<file path="config.mk">
export PLATFORM = sky130hd
export DESIGN_NAME = ecac_ctrl
export DESIGN_NICKNAME = d
export VERILOG_FILES = /design/src/ecac_pkg.sv /design/src/ecac_ctrl.sv
export VERILOG_INCLUDE_DIRS = /design/src
export SDC_FILE = /design/constraint.sdc
export NUM_CORES = 2
export LEC_CHECK = 0
export BUFFER_PORTS_ARGS = -buffer_cell sky130_fd_sc_hd__buf_2
export CORE_UTILIZATION = 50
export CTS_BUF_LIST = sky130_fd_sc_hd__clkbuf_8 sky130_fd_sc_hd__clkbuf_16
export DETAILED_ROUTE_END_ITERATION = 10
export PLACE_DENSITY = 0.7
export SLEW_MARGIN = 20
export SYNTH_ARGS = -nofsm -noshare
export SYNTH_HDL_FRONTEND = slang
export SYNTH_SLANG_ARGS = --single-unit
</file>
<file path="constraint.sdc">
create_clock -name clk_sys -period 7.1 [get_ports clk_sys]
set_input_delay 0.71 -clock clk_sys [delete_from_list [all_inputs] [get_ports clk_sys]]
set_output_delay 0.71 -clock clk_sys [all_outputs]
set_load 0.02 [all_outputs]
</file>
<file path="src/ecac_defines.svh">
// Register offsets, bit positions, reset values and timing counts for the
// data EEPROM access controller.
// Assumes inclusion by bare name from the package and the controller.
`ifndef ECAC_DEFINES_SVH
`define ECAC_DEFINES_SVH

// Register index within the controller's I/O window
`define ECAC_OFS_ADDR_HIGH   2'h0
`define ECAC_OFS_ADDR_LOW    2'h1
`define ECAC_OFS_DATA_BYTE   2'h2
`define ECAC_OFS_CONTROL     2'h3

// Control register bit positions
`define ECAC_BIT_IRQ_EN      3
`define ECAC_BIT_WRITE_ARM   2
`define ECAC_BIT_WR_STROBE   1
`define ECAC_BIT_RD_STROBE   0

// Reset values
`define ECAC_RST_ADDR        9'h000
`define ECAC_RST_DATA        8'h00

// Timing counts in system clock cycles, except the write time
`define ECAC_ARM_CYCLES      3'h4
`define ECAC_READ_STALL      3'h4
`define ECAC_WRITE_STALL     3'h2
// Write time in calibrated 1 MHz oscillator cycles
`define ECAC_WRITE_TICKS     8448

`endif

</file>
<file path="src/ecac_pkg.sv">
// Types shared by the data EEPROM access controller and its users.
// Assumes the defines header is on the include path.
`include "ecac_defines.svh"

package ecac_pkg;

  // Request from the CPU I/O space into the controller
  typedef struct packed {
    logic       wr;
    logic       rd;
    logic [1:0] sel;
    logic [7:0] wdata;
  } ecac_io_req_s;

  // Array write engine states
  typedef enum logic [1:0] {
    ECAC_IDLE = 2'b01,
    ECAC_PROG = 2'b10
  } ecac_wr_state_e;

endpackage : ecac_pkg

</file>
<file path="src/ecac_ctrl.sv">
// CPU-side access controller for a 512-byte data EEPROM with its array.
// Assumes an I/O request that is valid for one cycle, synchronous to clk_sys,
// and a one-cycle oscTick pulse per period of the calibrated 1 MHz oscillator.
//
// Behaviour
// - 512 byte-wide locations, addressed linearly 0 to 511.
// - Address high byte holds bit 8; bits 15..9 read zero.
// - Data register supplies write byte and receives read byte.
// - Read trigger stalls the CPU for four cycles.
// - Write trigger stalls the CPU for two cycles.
// - Control bits 7..4 read zero.
// - Bit 3 enables ready interrupt, gated by global interrupt enable.
// - Ready interrupt is a level while write strobe reads zero; no flag.
// - Write starts only if strobe set within four cycles of arm.
// - Strobe with arm clear is ignored.
// - Hardware clears the arm bit four cycles after it is set.
// - Bit 1 write strobe, bit 0 read strobe; bits 3,2,0 reset zero.
// - Write is self-timed; strobe bit shows completion.
// - Hardware clears write strobe when the write finishes.
// - Read completes at once; byte ready in data register.
// - During a write, no array read and no address change.
// - Write lasts 8448 calibrated 1 MHz oscillator cycles.
`timescale 1ns/1ps
`include "ecac_defines.svh"

module ecac_ctrl #(
  parameter int unsigned WRITE_TICKS = `ECAC_WRITE_TICKS,
  parameter int unsigned DEPTH       = 512
) (
  // Clock and reset
  input  wire logic                 clk_sys,
  input  wire logic                 nrst,
  // CPU I/O access
  input  wire ecac_pkg::ecac_io_req_s ioReq,
  output logic [7:0]                ioRdData,
  output logic                      ioRdValid,
  // CPU status and stall
  input  wire logic                 globalIrqEnable,
  output logic                      cpuStall,
  output logic                      readyIrq,
  // Write timing source
  input  wire logic                 oscTick
);

  localparam int AW = $clog2(DEPTH);
  localparam int TW = $clog2(WRITE_TICKS + 1);

  //////////////////////////////////////////////////////////////////////////////
  // State

  logic [7:0]               nvmArray [DEPTH];
  logic [AW-1:0]            addrQ;
  logic [7:0]               dataQ;
  logic [7:0]               progByteQ;
  logic                     irqEnQ;
  logic [2:0]               armCntQ;
  logic [2:0]               stallCntQ;
  logic [TW-1:0]            tickCntQ;
  ecac_pkg::ecac_wr_state_e stateQ;
  ecac_pkg::ecac_wr_state_e stateD;
  logic [7:0]               rdDataQ;
  logic                     rdValidQ;

  //////////////////////////////////////////////////////////////////////////////
  // Decode

  function automatic logic selHit(input logic [1:0] sel, input logic [1:0] ofs);
    selHit = (sel == ofs);
  endfunction : selHit

  wire logic busy      = (stateQ == ecac_pkg::ECAC_PROG);
  wire logic armed     = (armCntQ != 3'h0);
  wire logic wrAddrHi  = ioReq.wr && selHit(ioReq.sel, `ECAC_OFS_ADDR_HIGH);
  wire logic wrAddrLo  = ioReq.wr && selHit(ioReq.sel, `ECAC_OFS_ADDR_LOW);
  wire logic wrData    = ioReq.wr && selHit(ioReq.sel, `ECAC_OFS_DATA_BYTE);
  wire logic wrCtrl    = ioReq.wr && selHit(ioReq.sel, `ECAC_OFS_CONTROL);
  wire logic armWr     = wrCtrl && ioReq.wdata[`ECAC_BIT_WRITE_ARM];
  wire logic strobeWr  = wrCtrl && ioReq.wdata[`ECAC_BIT_WR_STROBE];
  wire logic rdStrobe  = wrCtrl && ioReq.wdata[`ECAC_BIT_RD_STROBE];
  wire logic writeGo   = strobeWr && armed && !busy;
  wire logic readGo    = rdStrobe && !busy && !writeGo;
  wire logic lastTick  = busy && oscTick && (tickCntQ == TW'(1));

  //////////////////////////////////////////////////////////////////////////////
  // Write engine: idle until an armed strobe, then self-timed programming

  always_comb begin
    stateD = stateQ;
    unique case (stateQ)
      ecac_pkg::ECAC_IDLE: begin
        if (writeGo) begin
          stateD = ecac_pkg::ECAC_PROG;
        end
      end
      ecac_pkg::ECAC_PROG: begin
        if (lastTick) begin
          stateD = ecac_pkg::ECAC_IDLE;
        end
      end
      default: stateD = ecac_pkg::ECAC_IDLE;
    endcase
  end

  always_ff @(posedge clk_sys or negedge nrst) begin
    if (!nrst) begin
      stateQ <= ecac_pkg::ECAC_IDLE;
    end else begin
      stateQ <= stateD;
    end
  end

  // Oscillator tick down-counter for the write time
  always_ff @(posedge clk_sys or negedge nrst) begin
    if (!nrst) begin
      tickCntQ <= '0;
    end else if (writeGo) begin
      tickCntQ <= TW'(WRITE_TICKS);
    end else if (busy && oscTick) begin
      tickCntQ <= tickCntQ - TW'(1);
    end
  end

  //////////////////////////////////////////////////////////////////////////////
  // Arm window: reloads on every arm write, lapses after four cycles

  always_ff @(posedge clk_sys or negedge nrst) begin
    if (!nrst) begin
      armCntQ <= 3'h0;
    end else if (armWr) begin
      armCntQ <= `ECAC_ARM_CYCLES;
    end else if (armed) begin
      armCntQ <= armCntQ - 3'h1;
    end
  end

  //////////////////////////////////////////////////////////////////////////////
  // Address, data and interrupt enable registers

  // Address is frozen while programming; only bit 8 of the high byte stores
  always_ff @(posedge clk_sys or negedge nrst) begin
    if (!nrst) begin
      addrQ <= AW'(`ECAC_RST_ADDR);
    end else if (!busy && wrAddrHi) begin
      addrQ <= {ioReq.wdata[AW-9:0], addrQ[7:0]};
    end else if (!busy && wrAddrLo) begin
      addrQ <= {addrQ[AW-1:8], ioReq.wdata};
    end
  end

  // Data register takes software writes and array reads
  always_ff @(posedge clk_sys or negedge nrst) begin
    if (!nrst) begin
      dataQ <= `ECAC_RST_DATA;
    end else if (readGo) begin
      dataQ <= nvmArray[addrQ];
    end else if (wrData) begin
      dataQ <= ioReq.wdata;
    end
  end

  always_ff @(posedge clk_sys or negedge nrst) begin
    if (!nrst) begin
      irqEnQ <= 1'b0;
    end else if (wrCtrl) begin
      irqEnQ <= ioReq.wdata[`ECAC_BIT_IRQ_EN];
    end
  end

  //////////////////////////////////////////////////////////////////////////////
  // Array: byte captured at start, committed when the write time ends

  always_ff @(posedge clk_sys or negedge nrst) begin
    if (!nrst) begin
      progByteQ <= 8'h00;
    end else if (writeGo) begin
      progByteQ <= dataQ;
    end
  end

  // Nonvolatile contents are not reset
  always_ff @(posedge clk_sys) begin
    if (lastTick) begin
      nvmArray[addrQ] <= progByteQ;
    end
  end

  //////////////////////////////////////////////////////////////////////////////
  // CPU stall after a triggered access

  always_ff @(posedge clk_sys or negedge nrst) begin
    if (!nrst) begin
      stallCntQ <= 3'h0;
    end else if (readGo) begin
      stallCntQ <= `ECAC_READ_STALL;
    end else if (writeGo) begin
      stallCntQ <= `ECAC_WRITE_STALL;
    end else if (stallCntQ != 3'h0) begin
      stallCntQ <= stallCntQ - 3'h1;
    end
  end

  assign cpuStall = (stallCntQ != 3'h0);

  // Level request while no write is running; no latched flag
  assign readyIrq = irqEnQ && globalIrqEnable && !busy;

  //////////////////////////////////////////////////////////////////////////////
  // Register read-back, one cycle after the request

  wire logic [7:0] ctrlView = {4'h0, irqEnQ, armed, busy, 1'b0};
  wire logic [7:0] hiView   = {{(16 - AW){1'b0}}, addrQ[AW-1:8]};
  wire logic [7:0] rdMux    = selHit(ioReq.sel, `ECAC_OFS_ADDR_HIGH) ? hiView :
                              selHit(ioReq.sel, `ECAC_OFS_ADDR_LOW)  ? addrQ[7:0] :
                              selHit(ioReq.sel, `ECAC_OFS_DATA_BYTE) ? dataQ :
                              ctrlView;

  always_ff @(posedge clk_sys or negedge nrst) begin
    if (!nrst) begin
      rdDataQ  <= 8'h00;
      rdValidQ <= 1'b0;
    end else begin
      rdValidQ <= ioReq.rd;
      if (ioReq.rd) begin
        rdDataQ <= rdMux;
      end
    end
  end

  assign ioRdData  = rdDataQ;
  assign ioRdValid = rdValidQ;
endmodule : ecac_ctrl

</file>
Word-level counts from Yosys, hierarchy flattened
Memories as Yosys holds them, arrays and structs flattened. Index checks and enable logic that the tools add are counted.

Bits in registers: 57. Memories: 1. Latch bits: 0. Word-level logic and storage cells: 71. Output and inout bits: 11. RAM bits: 4096. Memory bits (read-only): 0.

Order comparisons: 0. $mul: 0. Shift operators: 0. Bitwise operators: 1. $add $sub $neg: 3. Muxes and demuxes: 19. Equal/unequal tests: 8. Divide/modulo/power cells: 0. Reductions and logical operators: 28.

Memory list: nvmArray (words 512, bits a word 8, read ports 1, clocked after Yosys merged registers in 0, wr ports 1, RTL line ecac_ctrl.sv:51) `logic [7:0] nvmArray [DEPTH];`.

Operators with widths (number): 8-bit two-way mux (6); 14-bit two-way mux (2); 1-bit logical AND (17); 3-bit two-way mux (5); 14-bit by 1-bit == test with 1-bit output (second input constant) (1); 14-bit by 1-bit subtractor with 14-bit output (second input constant) (1); 9-bit two-way mux (1); 3-bit nonzero test (3); 2-bit == test (second input constant) (3); 2-bit nonzero test (3); 3-bit by 1-bit subtractor with 3-bit output (second input constant) (2); 2-bit by 1-bit == test with 1-bit output (second input constant) (2); 2-bit two-way mux (2); 2-bit case mux with 2 select lines (1); 2-bit AND reduction (2); 1-bit zero test (2); 2-bit zero test (1); 1-bit two-way mux (2); 2-bit by 1-bit inequality test with 1-bit output (second input constant) (1); 2-bit inequality test (second input constant) (1); 1-bit NOT (1).

Logic depth before layout (Yosys ltp)
Depth in word-level cells: 8. Gate-level depth with buffers: 14. Depth with buffers taken out: 10.

Worst setup path before layout
Ideal clock, no wire load.

Path type: register to register. Start point: register progByteQ[0]. End point: memory nvmArray[0][0] (data pin). Cell stages (with the launch flop): 1. Library setup time: 1.404 ns. Data arrival time: 6.064 ns. Required time: 5.696 ns. Setup slack: -0.369 ns. Buffers on the path: 0. Period minus slack after synthesis: 7.469 ns. Cells stage by stage: dfrtp_1.

RTL lines: start: declaration (RTL line ecac_ctrl.sv:54) `logic [7:0] progByteQ;`; start signal: assignment (RTL line ecac_ctrl.sv:176) `progByteQ <= dataQ;`; end: declaration (RTL line ecac_ctrl.sv:51).

Straight into the memory's write port.

Worst setup path in the final report
Start point: register addrQ[1]. End point: register dataQ[1].

Word-level cells in the longest chain between the ends: 2.

RTL lines: start: declaration (RTL line ecac_ctrl.sv:52) `logic [AW-1:0] addrQ;`; start signal: assignment (RTL line ecac_ctrl.sv:142) `` addrQ <= AW'(`ECAC_RST_ADDR); ``; start signal: assignment (RTL line ecac_ctrl.sv:144) `addrQ <= {ioReq.wdata[AW-9:0], addrQ[7:0]};`; start signal: assignment (RTL line ecac_ctrl.sv:146) `addrQ <= {addrQ[AW-1:8], ioReq.wdata};`; memory read 512 x 8 bit; 8-bit two-way mux (RTL line ecac_ctrl.sv:154) `end else if (readGo) begin`; end signal: assignment (RTL line ecac_ctrl.sv:153) `` dataQ <= `ECAC_RST_DATA; ``; end signal: assignment (RTL line ecac_ctrl.sv:155) `dataQ <= nvmArray[addrQ];`; end signal: assignment (RTL line ecac_ctrl.sv:157) `dataQ <= ioReq.wdata;`; end: declaration (RTL line ecac_ctrl.sv:53) `logic [7:0] dataQ;`.

Every way passes these cells. A chain may end at the register's enable or synchronous reset.

==> results by group <==
Logic synthesis
  • Post-synth ARST share: 1.373%
  • Main area contributors after synthesis: edfxtp_1 (76%), mux4_2 (13%), mux2i_1 (2.2%)
  • Yosys top cell by area: edfxtp_1
  • Yosys warns: 0
  • Cell count after synthesis: 7752
  • Sequential area share after synthesis: 77.07%
  • Most common cell in the netlist: edfxtp_1
  • Syn nets: 7774
  • Commonest cells in the netlist: edfxtp_1 (4096), mux4_2 (924), nor2_1 (634), mux2i_1 (359), nand2_1 (218)
  • Yosys top cell area share: 76.18%
  • Avg Inst Size Synth: 20.83 um^2
  • Post-synthesis cell area: 161400 um^2
  • EDFF count, synth: 4096
  • Main synth FF type: edfxtp_1
  • Synth unique cells: 80
  • Seq cells post-synth: 4153

Timing
  • Final setup viols: 0
  • Slew HR: 8.043%
  • WHS: 0.08497 ns
  • Final Slew Violations: 0
  • TNS Setup: 0 ns
  • Max Clk Rate: 0.1664 GHz
  • Tightest Pin Transition: 1.365 ns
  • Final min period: 6.010 ns
  • Clk_skew: 0.08454 ns
  • Unrepaired setup endpoints after global routing: no
  • Tcrit/Tclk final: 84.65%
  • Fin. Hold Viols: 0

Global route
  • Largest net degree at the start of global routing: 201
  • Gr ovfl total: 0
  • Initial antenna violation count: 26
  • Total track usage: 27.55%
  • Vias in the first global route: 81919
  • First-pass GRT wire length: 632600 um

Pwr
  • Peak VDD IR: 0.4587 mV
  • Clock power share: 33.7%
  • Switch Pwr: 18.03 mW
  • Leak: 56.23 nW
  • Combinational Power Share: 17.0%
  • Sw frac: 28.47%
  • Pint: 45.29 mW
  • Pwr Density: 352.0 nW/um^2
  • Sequential power share: 49.3%

Clock network
  • Longest Clk Path Bufs: 4
  • Clk sink count: 4153
  • Latest clock arrival within the worst-skew pair: 0.98 ns
  • Total CTS buffers: 402
  • Clk slew on worst S/H paths: 0.07 ns
  • Root buffer cell: clkbuf_16
  • H-tree levels: 5
  • CTS tree: yes

Layout
  • Fill cells: 23225
  • Final instance area: 179900 um^2
  • Share of cells above drive strength 1: 22.39%
  • FF+latch area: 124500 um^2
  • P&R area growth vs syn: 11.41%
  • Nets: 7923
  • Multi-input logic area: 34720 um^2

Run
  • Max-cap violation count: 0

Route
  • Routed length per instance: 35.80 um
  • Post-route ant nets: 0
  • Initial DRC count: 13349
  • Detailed Route WL: 449100 um
  • Number of remaining DRC errors: 0
  • Vias post-DR: 83444
  • Drt pass-1 iters: 7
  • Post-DR vias/cell: 6.651

Critical path
  • Crit end category: flip-flop
  • Critical path type: flip-flop to flip-flop
  • Critical-path maximum fanout: 121
  • Type of origin of the critical path: flip-flop
  • CP max-delay cell: dfrtp_4
  • Data arrival, critical path: 6.82 ns
  • WP buf/inv: 1
  • CP dominant cell by count: a21oi_1
  • Slowest stage delay, CP: 1.18 ns
  • CP Cell Sequence: buf_12 > mux4_2 > a211oi_1 > a21oi_1 > o21ai_0 > o311ai_0 > nor4b_1 > a21oi_1
  • Critical path data required time: 7.91 ns
  • Delay-heaviest family, CP: compound AO/OA/AOI/OAI gates

Placed design
  • DP Wirelength: 268100 um
  • Placed inst area: 166600 um^2
  • Port bufs: 26
  • Gpl congestion: 0.9208

Die
  • Die X: 570.2 um
  • Core region area: 321100 um^2
  • Row cnt: 208
  • Area of the die: 325200 um^2
  • Initial Util: 50.27%
  • Ports: 27
  • Die Y: 570.2 um

Run status
  • Status: completed

Hold path
  • Min-delay worst type: input pin to flip-flop
## layout make-up
| class | count | share of cell area, % |
|---|---|---|
| timing repair buffer | 216 | 1.157 |
| clock inverter | 324 | 1.601 |
| inverter | 14 | 0.03478 |
| tap | 4305 | 2.995 |
| antenna | 9 | 0.01252 |
| clock buffer | 411 | 5.693 |
| multi-input combinational | 3114 | 19.30 |
| sequential | 4153 | 69.20 |
## power groups by stage
stage                     sequential (mW)  combinational, mW  clock (mW)
after floorplan                      33.4               4.32           0
after global placement               31.7               10.4           0
after detailed placement             31.7               10.6           0
after CTS                            31.2               10.6        21.4
after global routing                 31.2               11.1        22.3
final                                31.2               10.8        21.3
## layer usage
| metal | vias up | track usage [%] | share of wire, % |
|---|---|---|---|
| met5 | - | 0 | 0.033 |
| met4 | 22 | 12.69 | 5.4 |
| met3 | 1045 | 7.853 | 13 |
| met2 | 6220 | 40.92 | 45 |
| met1 | 43648 | 37.96 | 37 |
| li1 | 32509 | - | - |
## state kept, by name (all words and copies together), names as in the netlist, 3 cells and up
register,cells
addrQ,9
nvmArray,4096
tickCntQ,14
ioRdData,8
dataQ,8
stallCntQ,3
progByteQ,8
armCntQ,3
## worst register-to-register path: cells and delay by family (launching register included)
kind / cells / cell delay (ns)
AND/OR/NAND/NOR: 1 / 1.05
multiplexers: 1 / 0.88
AO/OA/AOI/OAI: 5 / 2.18
flip-flops: 1 / 1.18
buffers and inverters: 1 / 0.57
## logic make-up (layout without fill, tap and decap cells)
family                     count (synthesis)  count (layout)  share of synthesized area [%]
adders and majority gates                  6               6                        0.04650
other                                      0               9                              0
AOI/OAI and AO/OA                        704             704                          2.998
buffers and inverters                    485             965                          1.619
DFF                                     4153            4153                          77.07
muxes                                   1324            1324                          15.41
xor gates and xnor gates                  12              12                        0.06510
and+or+nand+nor                         1068            1068                          2.792
## layout by cell type, fill, tap and decap left out, types with 21 or more instances in the layout
cell type | netlist | layout
edfxtp_1 | 4096 | 4096
mux4_2 | 924 | 924
nor2_1 | 634 | 624
clkbuf_16 | 0 | 407
mux2i_1 | 359 | 359
nand2_1 | 218 | 209
a22oi_1 | 191 | 191
buf_4 | 37 | 144
a21oi_1 | 140 | 140
inv_1 | 12 | 80
o21ai_0 | 84 | 77
clkinv_1 | 0 | 76
clkinv_2 | 0 | 73
nand3_1 | 75 | 69
o22ai_1 | 55 | 55
a221oi_1 | 48 | 48
dfrtp_1 | 56 | 43
a22o_1 | 42 | 42
bufinv_16 | 0 | 41
mux2_2 | 40 | 40
buf_12 | 4 | 37
clkinvlp_4 | 0 | 30
a211oi_1 | 27 | 27
buf_2 | 183 | 25
nor3_1 | 24 | 22
a31oi_1 | 22 | 21
## metrics by stage
| step | utilization (%) | cells | worst slack, ns | total power, mW |
|---|---|---|---|---|
| after detailed placement | 51.88 | 11793 | 1.555 | 42.35 |
| final | 56.01 | 12546 | 1.090 | 63.32 |
| after global placement | 51.86 | 11791 | 1.154 | 42.11 |
| after global routing | 56.00 | 12538 | 1.277 | 64.62 |
| after floorplan | - | 7752 | 2.817 | 37.74 |
| after CTS | 55.98 | 12534 | 1.518 | 63.23 |
## worst paths after layout
check,startpoint,to,slack [ns],depth (start not counted)
min in group asynchronous,nrst,tickCntQ[7],0.50,2
setup / recovery,addrQ[1],dataQ[1],1.09,8
hold / removal,ioReq[1],addrQ[1],0.08,2
hold reg to reg,dataQ[0],progByteQ[0],0.51,2
max in group asynchronous,nrst,addrQ[2],5.92,2
setup reg to reg,addrQ[1],dataQ[1],1.09,8
## timing repair
item | in CTS | in global routing
buffers inserted | 0 | 0
resized for setup | 0 | 0
hold endpoints to repair | 62 | 0
hold buffers | 6 | 0
Note: power is estimated with default switching activity, not from simulation.
